`config.mk`:
```
export PLATFORM = sky130hd
export DESIGN_NAME = quad_parallel_io_ports
export DESIGN_NICKNAME = d
export VERILOG_FILES = /design/src/inc/quad_port_pkg.sv /design/src/rtl/pin_sync_filter.sv /design/src/rtl/quad_parallel_io_ports.sv
export SDC_FILE = /design/constraint.sdc
export NUM_CORES = 1
export LEC_CHECK = 0
export CAP_MARGIN = 20
export CORE_ASPECT_RATIO = 1.2
export CORE_MARGIN = 2
export CORE_UTILIZATION = 35
export CTS_CLUSTER_DIAMETER = 150
export DETAILED_ROUTE_END_ITERATION = 10
export DONT_BUFFER_PORTS = 1
export PLACE_DENSITY = 0.59
export SLEW_MARGIN = 5
export SYNTH_ARGS = -nofsm -noshare
export SYNTH_HDL_FRONTEND = slang
export SYNTH_SLANG_ARGS = --single-unit
```
`constraint.sdc`:
```
create_clock -name CLK -period 17.45 [get_ports CLK]
set_input_delay 5.235 -clock CLK [delete_from_list [all_inputs] [get_ports CLK]]
set_output_delay 5.235 -clock CLK [all_outputs]
set_load 0.005 [all_outputs]
```
`src/inc/quad_port_pkg.sv`:
```
// constants shared by the quad parallel port block and its input filter
package quad_port_pkg;

   localparam int          PORT_W          = 8;

   // port selector used on the write and read strobes
   localparam logic [1:0]  SEL_ADDR_DATA   = 2'h0;
   localparam logic [1:0]  SEL_ANALOG      = 2'h1;
   localparam logic [1:0]  SEL_UPPER       = 2'h2;
   localparam logic [1:0]  SEL_ALT         = 2'h3;

   // latch values
   localparam logic [7:0]  LATCH_RESET     = 8'hFF;
   localparam logic [7:0]  ALL_ONES        = 8'hFF;
   localparam logic [7:0]  ALL_ZEROS       = 8'h00;

   // analog-capable port bit positions
   localparam int          BIT_TMR2_COUNT  = 0;
   localparam int          BIT_TMR2_TRIG   = 1;
   localparam int          BIT_SPI_SS      = 5;

   // upper address port bits taken by the pwm outputs
   localparam int          BIT_UP_PWM0     = 6;
   localparam int          BIT_UP_PWM1     = 7;

   // alternate function port bit positions
   localparam int          BIT_RXD         = 0;
   localparam int          BIT_TXD         = 1;
   localparam int          BIT_IRQ0        = 2;
   localparam int          BIT_IRQ1        = 3;
   localparam int          BIT_MOSI        = 3;
   localparam int          BIT_ALT_PWM1    = 3;
   localparam int          BIT_TMR0        = 4;
   localparam int          BIT_ALT_PWM0    = 4;
   localparam int          BIT_TMR1        = 5;
   localparam int          BIT_WR          = 6;
   localparam int          BIT_RD          = 7;

   // input conditioning
   localparam int          SYNC_W          = 34;
   localparam int          CLK_PERIOD_NS   = 100;
   localparam int          GLITCH_NS       = 50;
   localparam int          GLITCH_CYCLES   = ((GLITCH_NS + CLK_PERIOD_NS - 1) / CLK_PERIOD_NS < 1)
                                             ? 1
                                             : (GLITCH_NS + CLK_PERIOD_NS - 1) / CLK_PERIOD_NS;
   localparam int          PIN_FILT_CYCLES = 0;
   localparam int          FILT_CW         = 2;

endpackage : quad_port_pkg

```
`src/rtl/pin_sync_filter.sv`:
```
// three-stage input synchroniser with optional glitch rejection
`timescale 1ns/1ps
module pin_sync_filter #(
   parameter int             W           = 1,
   parameter int             FILT_CYCLES = 0,
   parameter int             CW          = 2,
   parameter logic [W-1:0]   INIT        = '0
) (
   // clock and reset
   input  wire logic         clk,
   input  wire logic         rst_n,
   // raw and conditioned levels
   input  wire logic [W-1:0] pin_in,
   output logic      [W-1:0] level
);
   import quad_port_pkg::*;

   localparam logic [CW-1:0] LIMIT = CW'(FILT_CYCLES);
   localparam logic [CW-1:0] ONE   = CW'(1);

   typedef struct packed {
      logic [W-1:0]         s1;
      logic [W-1:0]         s2;
      logic [W-1:0]         s3;
      logic [W-1:0]         out;
      logic [W-1:0][CW-1:0] cnt;
   } filt_s;

   filt_s st;
   filt_s next_st;

   always_comb begin
      next_st    = st;
      next_st.s1 = pin_in;
      next_st.s2 = st.s1;
      next_st.s3 = st.s2;
      for (int i = 0; i < W; i++) begin
         // a change counts only while the second and third stage agree
         if ((st.s2[i] == st.s3[i]) && (st.s3[i] != st.out[i])) begin
            if (st.cnt[i] == LIMIT) begin
               next_st.out[i] = st.s3[i];
               next_st.cnt[i] = '0;
            end else begin
               next_st.cnt[i] = st.cnt[i] + ONE;
            end
         end else begin
            next_st.cnt[i] = '0;
         end
      end
   end

   always_ff @(posedge clk or negedge rst_n) begin
      if (!rst_n) begin
         st.s1  <= INIT;
         st.s2  <= INIT;
         st.s3  <= INIT;
         st.out <= INIT;
         st.cnt <= '0;
      end else begin
         st <= next_st;
      end
   end

   assign level = st.out;

   // a new level needs FILT_CYCLES+1 cycles of agreement before it is taken
   chk_glitch_reject: assert property (@(posedge clk) disable iff (!rst_n)
      (st.out != $past(st.out)) |-> ((FILT_CYCLES == 0) ||
      (((st.out ^ $past(st.out)) & ($past(st.s3, 2) ^ $past(st.s3))) == '0)))
      else $error("filtered level changed after a too short pulse");

endmodule : pin_sync_filter

```
`src/rtl/quad_parallel_io_ports.sv`:
```
// four 8-bit parallel ports with memory bus, pwm, alternate and serial pin muxing
`timescale 1ns/1ps
// Functional notes
// - first port is eight open-drain latched pins
// - read-latch returns latch, read-pin returns pins
// - first port carries low address/data bus
// - external access loads ones into first latch
// - external access drives first port push-pull
// - first port latch one floats, zero drives low
// - second port never drives its pins
// - second port resets to analog, zero selects digital
// - second port feeds timer2 and spi select
// - third port outputs high address bytes
// - third port drives address, latch kept unchanged
// - third/fourth port latch one weak high, zero low
// - pwm replaces third port bits six, seven
// - fourth port alternates pass only with latch one
// - fourth port alternate function assignment per bit
// - pwm replaces fourth port bits three, four
// - mosi shares fourth port bit three
// - i2c weak pull-up only, spi push-pull drive
// - i2c inputs reject short glitches
// - software drives serial pins in i2c master
// - enabled peripheral takes its pin from gpio
// - read-modify-write reads the latch
module quad_parallel_io_ports (
   // clock and reset
   input  wire logic        CLK,
   input  wire logic        RESET_N,
   // cpu port access
   input  wire logic        WR_EN,
   input  wire logic [1:0]  WR_SEL,
   input  wire logic [7:0]  WR_DATA,
   input  wire logic        RD_EN,
   input  wire logic [1:0]  RD_SEL,
   input  wire logic        RD_LATCH,
   input  wire logic        RMW_READ,
   output logic      [7:0]  RD_DATA,
   output logic             RD_VALID,
   // external memory bus
   input  wire logic        XMEM_ACTIVE,
   input  wire logic        XMEM_AD_DRIVE,
   input  wire logic [7:0]  XMEM_AD_OUT,
   input  wire logic [7:0]  XMEM_ADDR_HI,
   output logic      [7:0]  XMEM_AD_IN,
   // first port pins
   input  wire logic [7:0]  AD_PIN_I,
   output logic      [7:0]  AD_PIN_O,
   output logic      [7:0]  AD_PIN_OE,
   // second port pins
   input  wire logic [7:0]  ANALOG_PIN_I,
   output logic      [7:0]  ANALOG_SEL,
   // third port pins
   input  wire logic [7:0]  UPPER_PIN_I,
   output logic      [7:0]  UPPER_PIN_O,
   output logic      [7:0]  UPPER_PIN_OE,
   // fourth port pins and peripheral outputs
   input  wire logic [7:0]  ALT_PIN_I,
   output logic      [7:0]  ALT_PIN_O,
   output logic      [7:0]  ALT_PIN_OE,
   input  wire logic [7:0]  ALT_FUNC_EN,
   input  wire logic [7:0]  ALT_FUNC_OUT,
   input  wire logic        MOSI_ON_ALT,
   input  wire logic        SPI_MOSI_OUT,
   // pwm
   input  wire logic        PWM_UPPER_EN,
   input  wire logic        PWM_ALT_EN,
   input  wire logic        PWM0_OUT,
   input  wire logic        PWM1_OUT,
   // peripheral inputs from the ports
   output logic             TIMER2_COUNT_INPUT,
   output logic             TIMER2_CAPTURE_TRIGGER,
   output logic             SPI_SS_N_IN,
   output logic             UART_RXD_IN,
   output logic             EXT_IRQ_ZERO,
   output logic             EXT_IRQ_ONE,
   output logic             SPI_MISO_IN,
   output logic             TIMER0_COUNT_INPUT,
   output logic             TIMER1_COUNT_INPUT,
   // serial clock and data pins
   input  wire logic        SERIAL_PERIPH_SELECT,
   input  wire logic        SPI_SCLK_OUT,
   input  wire logic        SPI_SCLK_DRIVE,
   input  wire logic        SPI_DATA_OUT,
   input  wire logic        SPI_DATA_DRIVE,
   input  wire logic        I2C_SCL_OUT,
   input  wire logic        I2C_SDA_OUT,
   input  wire logic        I2C_SW_EN,
   input  wire logic        I2C_SW_SCL,
   input  wire logic        I2C_SW_SDA,
   input  wire logic        SERIAL_CLOCK_PIN_I,
   output logic             SERIAL_CLOCK_PIN_O,
   output logic             SERIAL_CLOCK_PIN_OE,
   input  wire logic        SERIAL_DATA_PIN_I,
   output logic             SERIAL_DATA_PIN_O,
   output logic             SERIAL_DATA_PIN_OE,
   output logic             SERIAL_WEAK_PULLUP,
   output logic             SPI_SCLK_IN,
   output logic             SPI_DATA_IN,
   output logic             I2C_SCL_IN,
   output logic             I2C_SDA_IN
);
   import quad_port_pkg::*;

   typedef struct packed {
      logic [7:0] port_zero_latch_reg;
      logic [7:0] analog_input_port_reg;
      logic [7:0] upper_address_port_reg;
      logic [7:0] alternate_function_port_reg;
      logic [7:0] rd_data;
      logic       rd_valid;
      logic [7:0] xmem_ad_in;
      logic [7:0] ad_o;
      logic [7:0] ad_oe;
      logic [7:0] up_o;
      logic [7:0] up_oe;
      logic [7:0] alt_o;
      logic [7:0] alt_oe;
      logic       sc_o;
      logic       sc_oe;
      logic       sd_o;
      logic       sd_oe;
      logic       weak_pu;
   } port_s;

   port_s              st;
   port_s              next_st;
   logic               rst_meta;
   logic               rst_n;
   logic [SYNC_W-1:0]  sync_level;
   logic [7:0]         lvl_ad;
   logic [7:0]         lvl_an;
   logic [7:0]         lvl_up;
   logic [7:0]         lvl_alt;
   logic               lvl_sc;
   logic               lvl_sd;
   logic [1:0]         i2c_level;

   function automatic logic [7:0] pick_port(input logic [1:0] sel, input logic [7:0] a,
                                            input logic [7:0] b, input logic [7:0] c,
                                            input logic [7:0] d);
      case (sel)
         SEL_ADDR_DATA: pick_port = a;
         SEL_ANALOG:    pick_port = b;
         SEL_UPPER:     pick_port = c;
         default:       pick_port = d;
      endcase
   endfunction : pick_port

   // reset release through two flops
   always_ff @(posedge CLK or negedge RESET_N) begin
      if (!RESET_N) begin
         rst_meta <= 1'b0;
         rst_n    <= 1'b0;
      end else begin
         rst_meta <= 1'b1;
         rst_n    <= rst_meta;
      end
   end

   // every pin level seen by the core passes the synchroniser
   pin_sync_filter #(
      .W           (SYNC_W),
      .FILT_CYCLES (PIN_FILT_CYCLES),
      .CW          (FILT_CW),
      .INIT        ({SYNC_W{1'b0}})
   ) u_pin_sync (
      .clk    (CLK),
      .rst_n  (rst_n),
      .pin_in ({SERIAL_DATA_PIN_I, SERIAL_CLOCK_PIN_I, ALT_PIN_I, UPPER_PIN_I,
                ANALOG_PIN_I, AD_PIN_I}),
      .level  (sync_level)
   );

   // i2c inputs get their own glitch filter, idle high
   pin_sync_filter #(
      .W           (2),
      .FILT_CYCLES (GLITCH_CYCLES),
      .CW          (FILT_CW),
      .INIT        (2'h3)
   ) u_i2c_filt (
      .clk    (CLK),
      .rst_n  (rst_n),
      .pin_in ({SERIAL_DATA_PIN_I, SERIAL_CLOCK_PIN_I}),
      .level  (i2c_level)
   );

   assign {lvl_sd, lvl_sc, lvl_alt, lvl_up, lvl_an, lvl_ad} = sync_level;

   always_comb begin
      logic [7:0] up_eff;
      logic [7:0] alt_src;
      logic [7:0] alt_eff;
      logic       sc_lvl;
      logic       sd_lvl;
      up_eff  = '0;
      alt_src = '0;
      alt_eff = '0;
      sc_lvl  = 1'b0;
      sd_lvl  = 1'b0;
      next_st = st;

      // latch writes
      if (WR_EN) begin
         case (WR_SEL)
            SEL_ADDR_DATA: next_st.port_zero_latch_reg         = WR_DATA;
            SEL_ANALOG:    next_st.analog_input_port_reg       = WR_DATA;
            SEL_UPPER:     next_st.upper_address_port_reg      = WR_DATA;
            default:       next_st.alternate_function_port_reg = WR_DATA;
         endcase
      end
      if (XMEM_ACTIVE) begin
         next_st.port_zero_latch_reg = ALL_ONES;
      end

      // reads: latch for latch and read-modify-write cycles, else pins
      next_st.rd_valid = RD_EN;
      if (RD_EN) begin
         if (RD_LATCH || RMW_READ) begin
            next_st.rd_data = pick_port(RD_SEL, st.port_zero_latch_reg,
                                        st.analog_input_port_reg, st.upper_address_port_reg,
                                        st.alternate_function_port_reg);
         end else begin
            next_st.rd_data = pick_port(RD_SEL, lvl_ad, lvl_an, lvl_up, lvl_alt);
         end
      end
      next_st.xmem_ad_in = lvl_ad;

      // first port: bus push-pull or open drain
      if (XMEM_ACTIVE) begin
         next_st.ad_o  = XMEM_AD_OUT;
         next_st.ad_oe = XMEM_AD_DRIVE ? ALL_ONES : ALL_ZEROS;
      end else begin
         next_st.ad_o  = ALL_ZEROS;
         next_st.ad_oe = ~st.port_zero_latch_reg;
      end

      // third port: address drive leaves the latch alone
      up_eff = st.upper_address_port_reg;
      if (PWM_UPPER_EN) begin
         up_eff[BIT_UP_PWM0] = PWM0_OUT;
         up_eff[BIT_UP_PWM1] = PWM1_OUT;
      end
      if (XMEM_ACTIVE) begin
         next_st.up_o  = XMEM_ADDR_HI;
         next_st.up_oe = ALL_ONES;
      end else begin
         next_st.up_o  = ALL_ZEROS;
         next_st.up_oe = ~up_eff;
      end

      // fourth port: peripheral output gated by its latch bit
      alt_src = ALT_FUNC_OUT;
      if (MOSI_ON_ALT) begin
         alt_src[BIT_MOSI] = SPI_MOSI_OUT;
      end
      alt_eff = st.alternate_function_port_reg & (alt_src | ~ALT_FUNC_EN);
      if (PWM_ALT_EN) begin
         alt_eff[BIT_ALT_PWM1] = PWM1_OUT;
         alt_eff[BIT_ALT_PWM0] = PWM0_OUT;
      end
      next_st.alt_o  = ALL_ZEROS;
      next_st.alt_oe = ~alt_eff;

      // serial pins
      if (SERIAL_PERIPH_SELECT) begin
         next_st.sc_o    = SPI_SCLK_OUT;
         next_st.sc_oe   = SPI_SCLK_DRIVE;
         next_st.sd_o    = SPI_DATA_OUT;
         next_st.sd_oe   = SPI_DATA_DRIVE;
         next_st.weak_pu = 1'b0;
      end else begin
         sc_lvl          = I2C_SW_EN ? I2C_SW_SCL : I2C_SCL_OUT;
         sd_lvl          = I2C_SW_EN ? I2C_SW_SDA : I2C_SDA_OUT;
         next_st.sc_o    = 1'b0;
         next_st.sc_oe   = ~sc_lvl;
         next_st.sd_o    = 1'b0;
         next_st.sd_oe   = ~sd_lvl;
         next_st.weak_pu = 1'b1;
      end
   end

   always_ff @(posedge CLK or negedge rst_n) begin
      if (!rst_n) begin
         st                             <= '0;
         st.port_zero_latch_reg         <= LATCH_RESET;
         st.analog_input_port_reg       <= LATCH_RESET;
         st.upper_address_port_reg      <= LATCH_RESET;
         st.alternate_function_port_reg <= LATCH_RESET;
         st.weak_pu                     <= 1'b1;
      end else begin
         st <= next_st;
      end
   end

   // outputs; the second port has no drive at all
   assign RD_DATA                = st.rd_data;
   assign RD_VALID               = st.rd_valid;
   assign XMEM_AD_IN             = st.xmem_ad_in;
   assign AD_PIN_O               = st.ad_o;
   assign AD_PIN_OE              = st.ad_oe;
   assign ANALOG_SEL             = st.analog_input_port_reg;
   assign UPPER_PIN_O            = st.up_o;
   assign UPPER_PIN_OE           = st.up_oe;
   assign ALT_PIN_O              = st.alt_o;
   assign ALT_PIN_OE             = st.alt_oe;
   assign SERIAL_CLOCK_PIN_O     = st.sc_o;
   assign SERIAL_CLOCK_PIN_OE    = st.sc_oe;
   assign SERIAL_DATA_PIN_O      = st.sd_o;
   assign SERIAL_DATA_PIN_OE     = st.sd_oe;
   assign SERIAL_WEAK_PULLUP     = st.weak_pu;
   assign TIMER2_COUNT_INPUT     = lvl_an[BIT_TMR2_COUNT];
   assign TIMER2_CAPTURE_TRIGGER = lvl_an[BIT_TMR2_TRIG];
   assign SPI_SS_N_IN            = lvl_an[BIT_SPI_SS];
   assign UART_RXD_IN            = lvl_alt[BIT_RXD];
   assign EXT_IRQ_ZERO           = lvl_alt[BIT_IRQ0];
   assign EXT_IRQ_ONE            = lvl_alt[BIT_IRQ1];
   assign SPI_MISO_IN            = lvl_alt[BIT_IRQ1];
   assign TIMER0_COUNT_INPUT     = lvl_alt[BIT_TMR0];
   assign TIMER1_COUNT_INPUT     = lvl_alt[BIT_TMR1];
   assign SPI_SCLK_IN            = lvl_sc;
   assign SPI_DATA_IN            = lvl_sd;
   assign I2C_SCL_IN             = i2c_level[0];
   assign I2C_SDA_IN             = i2c_level[1];

   chk_xmem_ones: assert property (@(posedge CLK) disable iff (!rst_n)
      XMEM_ACTIVE |=> (st.port_zero_latch_reg == ALL_ONES))
      else $error("first port latch not all ones during external access");

   chk_ad_pushpull: assert property (@(posedge CLK) disable iff (!rst_n)
      (XMEM_ACTIVE && XMEM_AD_DRIVE) |=> (AD_PIN_OE == ALL_ONES) && (AD_PIN_O == $past(XMEM_AD_OUT)))
      else $error("first port not driving the bus push-pull");

   chk_ad_opendrain: assert property (@(posedge CLK) disable iff (!rst_n)
      !XMEM_ACTIVE |=> (AD_PIN_O == ALL_ZEROS) && (AD_PIN_OE == ~$past(st.port_zero_latch_reg)))
      else $error("first port open-drain drive wrong");

   chk_read_latch: assert property (@(posedge CLK) disable iff (!rst_n)
      (RD_EN && (RD_LATCH || RMW_READ) && (RD_SEL == SEL_UPPER))
      |=> RD_VALID && (RD_DATA == $past(st.upper_address_port_reg)))
      else $error("latch read returned wrong data");

   chk_upper_hold: assert property (@(posedge CLK) disable iff (!rst_n)
      (XMEM_ACTIVE && !(WR_EN && (WR_SEL == SEL_UPPER)))
      |=> $stable(st.upper_address_port_reg) && (UPPER_PIN_OE == ALL_ONES))
      else $error("third port latch changed or not driven during addressing");

   chk_pwm_upper: assert property (@(posedge CLK) disable iff (!rst_n)
      (PWM_UPPER_EN && !XMEM_ACTIVE) |=> (UPPER_PIN_OE[BIT_UP_PWM1] == !$past(PWM1_OUT)))
      else $error("pwm not replacing third port bit");

   chk_alt_gate: assert property (@(posedge CLK) disable iff (!rst_n)
      !PWM_ALT_EN |=> ((ALT_PIN_OE | $past(st.alternate_function_port_reg)) == ALL_ONES))
      else $error("alternate function passed a zero latch");

   chk_analog_reset: assert property (@(posedge CLK)
      $rose(rst_n) |-> (ANALOG_SEL == LATCH_RESET))
      else $error("second port latch not analog after reset");

   chk_i2c_weak: assert property (@(posedge CLK) disable iff (!rst_n)
      !SERIAL_PERIPH_SELECT |=> !SERIAL_CLOCK_PIN_O && !SERIAL_DATA_PIN_O && SERIAL_WEAK_PULLUP)
      else $error("serial pins driven high in i2c mode");

   chk_i2c_soft: assert property (@(posedge CLK) disable iff (!rst_n)
      (!SERIAL_PERIPH_SELECT && I2C_SW_EN) |=> (SERIAL_DATA_PIN_OE == !$past(I2C_SW_SDA)))
      else $error("software data level not on serial data pin");

endmodule : quad_parallel_io_ports

```
Word-level counts from Yosys, hierarchy flattened --
Index checks and enable logic that the tools add are counted.
Word-level totals: register bits 312, input port bits 102, output and inout port bits 91, logic and storage cells 426
Cells by class: add/subtract/negate cells 36, eq/ne operators 78, multiplexer cells 90, bitwise gates (word level) 9, reduce and logical (&&, ||, !) cells 116
Operators with widths (count):
- 2-to-1 mux 2 bit | 74
- AND reduction 2 bit | 40
- adder 2 x 1 -> 2 bit, second input constant | 36
- logical NOT 2 bit | 36
- 2-to-1 mux 8 bit | 7
- one-hot mux 8 bit (3 select lines) | 2
- == test 1 bit | 36
- logical AND 1 bit | 36
- inequality test 1 bit | 36
- 2-to-1 mux 16 bit | 2
- 2-to-1 mux 32 bit | 1
- NOT 8 bit | 4
- bitwise AND 8 bit | 1
- == test 2 x 1 -> 1 bit, second input constant | 4
- bitwise OR 8 bit | 1
- 2-to-1 mux 5 bit | 1
- == test 2 bit, second input constant | 2
- nonzero test 2 bit | 2
- 2-to-1 mux 1 bit | 3
- NOT 1 bit | 3
- OR reduction 3 bit | 1
- logical OR 1 bit | 1

Logic depth before layout (Yosys ltp) --
Gate-level depths: netlist (run 1).
depth in word-level cells 5, mapped depth 5, gate-level depth less buffers 5

Modules after synthesis --
Synthesis (run 1) repeated with hierarchy kept, for this count alone.
Second synthesis, totals: cells, all modules 1003, area total of the unflattened synthesis 13233.9 µm²
By module, submodules not included:
- pin_sync_filter at u_pin_sync | times used 1, cells an instance 612, area each 8336.7 µm², sequential area each 5104.9 µm²
- quad_parallel_io_ports | times used 1, cells an instance 357, area each 4444.3 µm², sequential area each 2443.6 µm²
- pin_sync_filter at u_i2c_filt | times used 1, cells an instance 34, area each 452.9 µm², sequential area each 310.3 µm²

Worst setup path after synthesis (run 1) --
Ideal clock, no wire load.
kind input -> register, start point input RD_SEL[0], end point register st (netlist bit RD_DATA[6]), setup time 0.134 ns, arrival 6.068 ns, setup slack 11.248 ns, cell stages on the path 5, cells stage by stage buf_4 > buf_4 > mux2_1 > o22ai_1 > o31ai_2
On the way: word-level cells in the longest chain between the ends 3, elaborated cells between the ends (all ways) 6, those cells by class eq/ne (2); mux (3); reduce/logical (1)
Ends and longest elaborated chain:
- start: declaration | line quad_parallel_io_ports.sv:35 | input wire logic [1:0] RD_SEL,
- == test 2 bit (tied with other cells) | line quad_parallel_io_ports.sv:142 | case (sel)
- one-hot mux 8 bit (3 select lines) | line quad_parallel_io_ports.sv:142
- 2-to-1 mux 8 bit * | line quad_parallel_io_ports.sv:219 | if (RD_LATCH || RMW_READ) begin
- end signal: assignment | line quad_parallel_io_ports.sv:292 | st <= next_st;
- end: declaration | line quad_parallel_io_ports.sv:126 | port_s st;
Mark *: on every way between the ends. The rest lies on a longest branch, timed or not. A chain may end at the register's enable or synchronous reset.

Worst setup path after layout (run 1) --
start point register st (netlist bit ANALOG_SEL[5]), end point output ANALOG_SEL[5]
RTL lines:
- end: declaration | line quad_parallel_io_ports.sv:52 | output logic [7:0] ANALOG_SEL,
No word-level cell between the ends.

==> out/metrics.csv, run 1 <==
metric;value;unit
status;finished, final reports clean;
drive_above_1_share;0.145;
p_clk_frac;0.450;
avgViaCountPerCell;4.58;
ys.warnings.count;0;
post-route-min-period;6350;ps
max_freq;158;MHz
async_flop_share;1.00;
core.rowCount;76;
setup_ws;11100;ps
cts_root_buffer;clkbuf_16;
numPortBuffers;0;
grt_max_degree;176;
finalClockSkew;14.3;ps
wirelength;23.7;mm
critical_path_class;flip-flop to output pin;
post_dp_cell_area;12800;um^2
cts_setup_buffers;0;
antenna-diode-count;0;
cts_made_buffers;34;
drtIter0Drc;315;
cp-end-kind;output pin;
dp_slack;10940;ps
die_area;38000;um^2
synthTopCellsByCount;dfrtp_1 (271), and2_1 (88), inv_1 (79), buf_4 (76);
cts_tree;done;
clock_latency;510;ps
clkTransAtPathRegs;60;ps
postLayoutCellArea;14000;um^2
grt_pass1_vias;6914;
wl_per_cell;15.9;um
setup_violations;0;
hp-class;flip-flop to flip-flop;
maxSlewHeadroom;0.323;
finalHoldViolCount;0;
ys.flop_type;dfrtp_1;
h-tree-depth;2;
cts_buffer_depth;3;
startpoint_type;flip-flop;
synth.most_common_cell;dfrtp_1;
clock_sinks;312;
yosysTopAreaCell;dfrtp_1;
grt_overflow;0;
p_sw_frac;0.230;
synth_edf_count;0;
fill_cells;3372;
crit_required;12210;ps
pin_count;193;
total_leakage_power;6.15;nW
p_int;1.28;mW
ir_worst_vdd;75.2;uV
synth_area_per_cell;12.3;um^2
pwr-share-seq;0.502;
drv_slew;0;
ys_ff_latch;312;
synthCells;1033;
period_share;0.364;
grt_usage;0.129;
dp_hpwl;16.5;mm
syn_area;12700;um^2
cts_resized;0;
yosys.area.top_type_share;0.532;
p_per_area;119;nW/um^2
grt_antenna_before_repair;0;
layout.nets;1165;
die_h;213;um
drv_cap;0;
seq_area_frac_synth;0.617;
synth_cell_types;37;
pwr-share-comb;0.049;
rsz0062_at_grt;no;
cts_hold_buf;0;
hold_slack;345;ps
first_pass_iters;4;
antenna_left;0;
fin_tns_setup;0;ps
power.switching;0.382;mW
gp_congestion;0.719;
core_region_area;35900;um^2
num_vias;6817;
worst_pin_slew;1010;ps
area_growth;9.51;%
die_w;178;um
drc;0;
start_util;0.354;
grt_pass1_wl;37.8;mm
utilization;0.388;
crit_arrival;1110;ps
synth.area.top_cells;dfrtp_1 (53%), dfstp_2 (8.5%), ha_1 (6.7%);
cp_max_fo;3;
## layout by cell type (no fill, tap or decap), drive strengths merged, types with 3 or more instances in the layout
cell type,Yosys,final
a211o,8,8
inv,79,81
a22o,8,8
or3b,4,4
nor2,36,36
o22ai,41,41
dfrtp,271,271
o31ai,8,8
mux2,42,42
clkbuf,4,45
nand2,44,44
a21oi,74,74
nor3b,3,3
dfstp,41,41
ha,68,68
o21ai,18,18
and2,88,88
nand2b,74,74
nand3b,5,5
clkinv,0,9
conb,2,9
bufinv,0,4
mux2i,19,19
nor2b,9,9
## area by class of cell
class / instances / area [um^2] / share of cell area
Clock inverter: 15 / 186 / 0.0134
Tap cell: 468 / 586 / 0.0420
Multi-Input combinational cell: 566 / 4000 / 0.287
Timing Repair Buffer: 2 / 27.5 / 0.00197
Clock buffer: 45 / 993 / 0.0712
Sequential cell: 312 / 7860 / 0.563
Inverter: 79 / 297 / 0.0213
## per-layer routing
layer,track usage,share of wire,vias up
li1,-,-,3256
met1,0.162,0.42,3344
met2,0.206,0.46,172
met3,0.0429,0.084,45
met4,0.0465,0.029,0
met5,0,0,-
## worst reg2reg max path: stages (launching register included)
cell	delay, ps
dfrtp_4	940
buf_12	670
buf_4	1130
## power by group through the flow
stage / combinational [mW] / sequential [mW] / clock (mW)
3_3_place_gp: 0.0803 / 0.850 / 0
6_report: 0.0810 / 0.835 / 0.749
3_5_place_dp: 0.0831 / 0.850 / 0
4_1_cts: 0.0833 / 0.838 / 0.779
2_1_floorplan: 0.0903 / 0.828 / 0
5_1_grt: 0.0941 / 0.845 / 0.812
## registers in the layout, summed over array words and instances (netlist names), 8 cells and up
register / flops
UPPER_PIN_OE: 8
RD_DATA: 8
u_pin_sync.level: 34
ALT_PIN_OE: 8
AD_PIN_OE: 8
st: 24
ANALOG_SEL: 8
XMEM_AD_IN: 8
AD_PIN_O: 8
UPPER_PIN_O: 8
u_pin_sync.st: 102
u_pin_sync.next_st: 68
## per-stage QoR
stage | power, mW | cells
2_1_floorplan | 0.919 | 1040
3_3_place_gp | 0.930 | 1427
3_5_place_dp | 0.933 | 1427
4_1_cts | 1.70 | 1487
5_1_grt | 1.75 | 1487
6_report | 1.66 | 1487
## cell families (layout without fill, tap and decap cells)
logic type / count (synthesis) / count (layout) / share of synthesized area
flops: 312 / 312 / 0.617
simple gates: 267 / 267 / 0.118
buf+inv: 162 / 141 / 0.0713
compound gates: 161 / 161 / 0.0745
fa+ha+maj: 68 / 68 / 0.0668
mux: 61 / 61 / 0.0520
other cells: 2 / 9 / 0.000589
## worst paths after layout
path | startpoint | endpoint | slack (ps) | depth (start not counted)
worst max-delay path | ANALOG_SEL[5] | ANALOG_SEL[5] | 11100 | 0
worst min-delay path | u_pin_sync.next_st[145] | u_pin_sync.next_st[111] | 340 | 0
worst max register to register | rst_n | AD_PIN_OE[0] | 14640 | 2
worst min register to register | u_pin_sync.next_st[145] | u_pin_sync.next_st[111] | 340 | 0
max in group asynchronous | RESET_N | rst_n | 12960 | 0
min in group asynchronous | rst_n | SERIAL_CLOCK_PIN_O | 410 | 0
(Power assumes the default switching activity.)
==> inputs of run 2 (changes only) <==
--- a/config.mk
+++ b/config.mk
@@ -5,6 +5,7 @@
 export SDC_FILE = /design/constraint.sdc
 export NUM_CORES = 1
 export LEC_CHECK = 0
+export ABC_AREA = 1
 export CAP_MARGIN = 20
 export CORE_ASPECT_RATIO = 1.2
 export CORE_MARGIN = 2
==> constraint.sdc (replaced) <==
create_clock -name CLK -period 6.5 [get_ports CLK]
set_input_delay 1.95 -clock CLK [delete_from_list [all_inputs] [get_ports CLK]]
set_output_delay 1.95 -clock CLK [all_outputs]
set_load 0.005 [all_outputs]
==> run 2 against run 1 <==
  * Worst setup slack worse by 7700 ps
  * Synthesized cell count up 29%
  * Sequential power increased to 2.7 times the previous value
  * Final cell count rose by 21%
  * Clock-buffer cell count increased by 7
  * Non-clock buffer count increased by 2
  * Sequential share of layout area is 0.69 points lower
  * Highest routed layer unchanged
  * Critical path depth unchanged
  * Via count up 14%
  * Design area up 1.2%
  * Critical path type unchanged
  * Combinational power grew to 3.8 times the previous value
  * Largest power group unchanged
==> out/metrics.csv, run 2 <==
metric;value;unit;change
finalClockSkew;19.0;ps;+4.71 ps
wirelength;25.4;mm;+7.4%
hp-class;flip-flop to flip-flop;;
ys_ff_latch;312;;unchanged
die_w;179;um;+0.66%
crit_arrival;1140;ps;+30 ps
p_per_area;322;nW/um^2;+170%
cp-end-kind;output pin;;
cts_buffer_depth;3;;unchanged
synth_cell_types;25;;-32%
startpoint_type;flip-flop;;
wl_met2;12.2;mm;+12%
antenna_left;0;;unchanged
cts_made_buffers;37;;+8.8%
pwr-share-comb;0.068;;+0.019
die_area;38500;um^2;+1.3%
cts_root_buffer;clkbuf_16;;
core.rowCount;77;;+1.3%
power.switching;1.15;mW;+200%
setup_violations;0;;unchanged
grt_antenna_before_repair;1;;+1
seq_area_frac_synth;0.609;;-0.00825
clkTransAtPathRegs;60;ps;about the same
synth.area.top_cells;dfrtp_1 (53%), dfstp_2 (8.3%), inv_1 (7.6%);;
grt_max_degree;126;;-28%
numPortBuffers;0;;unchanged
cp_max_fo;3;;unchanged
utilization;0.386;;-0.00231
largest_reg_flops;102;;unchanged
crit_required;4550;ps;-7660 ps
start_util;0.353;;-0.00173
max_freq;324;MHz;
clock_latency;520;ps;about the same
status;finished, final reports clean;;
synthCells;1331;;+29%
setup_ws;3410;ps;-7690 ps
syn_area;12900;um^2;+1.4%
avgViaCountPerCell;4.33;;-5.5%
fin_tns_setup;0;ps;unchanged
grt_usage;0.136;;+0.00762
routed.top_layer;met4;;
h-tree-depth;2;;unchanged
postLayoutCellArea;14100;um^2;+1.2%
cts_hold_buf;0;;unchanged
top_register;u_pin_sync.st;;
core_region_area;36600;um^2;+1.9%
dp_hpwl;17.9;mm;+8.3%
ys.warnings.count;0;;unchanged
drv_slew;0;;unchanged
cts_setup_buffers;0;;unchanged
total_leakage_power;6.92;nW;+12%
critical_path_class;flip-flop to output pin;;
ys.flop_type;dfrtp_1;;
yosys.area.top_type_share;0.525;;-0.00712
cts_tree;done;;
wl_per_cell;14.2;um;-11%
first_pass_iters;5;;+1
cts_resized;0;;unchanged
num_vias;7766;;+14%
wl_met1;10.6;mm;+5.9%
p_sw_frac;0.253;;+0.0232
pin_count;193;;unchanged
routed-wl-met3;1.69;mm;-15%
period_share;0.475;;
dp_slack;3700;ps;-7230 ps
area_growth;9.39;%;
layout_common_cells;dfrtp_1 (270), inv_1 (263), nand2_1 (221), nor2_1 (165), o21ai_0 (125);;
synth.most_common_cell;dfrtp_1;;
layout.nets;1462;;+25%
drc;0;;unchanged
synth_edf_count;0;;unchanged
finalHoldViolCount;0;;unchanged
grt_pass1_wl;40.9;mm;+8.1%
die_h;214;um;+0.66%
drtIter0Drc;356;;+13%
p_int;3.40;mW;+160%
rsz0062_at_grt;no;;
post_dp_cell_area;12900;um^2;+1.2%
layout_commonest_cell;dfrtp_1;;
p_clk_frac;0.432;;-0.018
drive_above_1_share;0.0926;;-0.0527
post-route-min-period;3090;ps;
yosysTopAreaCell;dfrtp_1;;
synthTopCellsByCount;dfrtp_1 (271), inv_1 (263), nand2_1 (221), nor2_1 (165), o21ai_0 (125);;
pwr-share-seq;0.500;;-0.002
grt_pass1_vias;7720;;+12%
async_flop_share;1.00;;unchanged
maxSlewHeadroom;0.468;;+0.145
gp_congestion;0.792;;+10%
clock_sinks;312;;unchanged
drv_cap;0;;unchanged
synth_area_per_cell;9.70;um^2;-21%
worst_pin_slew;798;ps;-217 ps
grt_overflow;0;;unchanged
ir_worst_vdd;189;uV;+150%
[run 2: worst paths after layout]
kind	from	to	slack, ps	cells past startpoint
worst max-delay path	ANALOG_SEL[1]	ANALOG_SEL[1]	3410	0
worst min-delay path	u_pin_sync.next_st[160]	u_pin_sync.next_st[126]	340	0
worst max register to register	rst_n	st[79]	4920	2
worst min register to register	u_pin_sync.next_st[160]	u_pin_sync.next_st[126]	340	0
max in group asynchronous	rst_n	st[79]	4920	2
min in group asynchronous	rst_n	u_pin_sync.next_st[126]	410	0
[run 2: metrics by stage]
step | cells | hold slack [ps] | power [mW]
global route | 1793 | 354 | 4.80
CTS | 1791 | 347 | 4.64
global placement | 1726 | 332 | 2.62
finish | 1793 | 341 | 4.55
detailed placement | 1726 | 335 | 2.63
floorplan | 1338 | 331 | 2.56
[run 2: power groups by stage]
stage	Clock, mW	Sequential (mW)	Combinational [mW]
final	1.96	2.27	0.309
after global routing	2.13	2.30	0.370
after CTS	2.04	2.28	0.314
after detailed placement	0	2.32	0.313
after global placement	0	2.31	0.302
after floorplan	0	2.25	0.307
[run 2: area by class of cell]
class                           count  area, um^2
Sequential cell                   312        7860
Clock inverter                     13        82.6
Multi-Input combinational cell    672        3440
Clock buffer                       52        1090
Tap cell                          474         593
Timing Repair Buffer                4        62.6
Inverter                          265         995
Fill cell                        3622       22500
Antenna cell                        1        2.50
[run 2: logic make-up after synthesis]
group / count (synthesis) / share of synthesized area
adder cells (fa/ha/maj): 68 / 0.0659
flip-flops: 312 / 0.609
AO/OA/AOI/OAI: 151 / 0.0601
other: 2 / 0.000581
AND/OR/NAND/NOR: 444 / 0.137
buffers and inverters: 354 / 0.127
[run 2: per-layer routing]
layer,up-vias,GRT usage
met5,-,0
met3,50,0.0358
li1,3847,-
met1,3686,0.170
met2,183,0.225
met4,0,0.0522
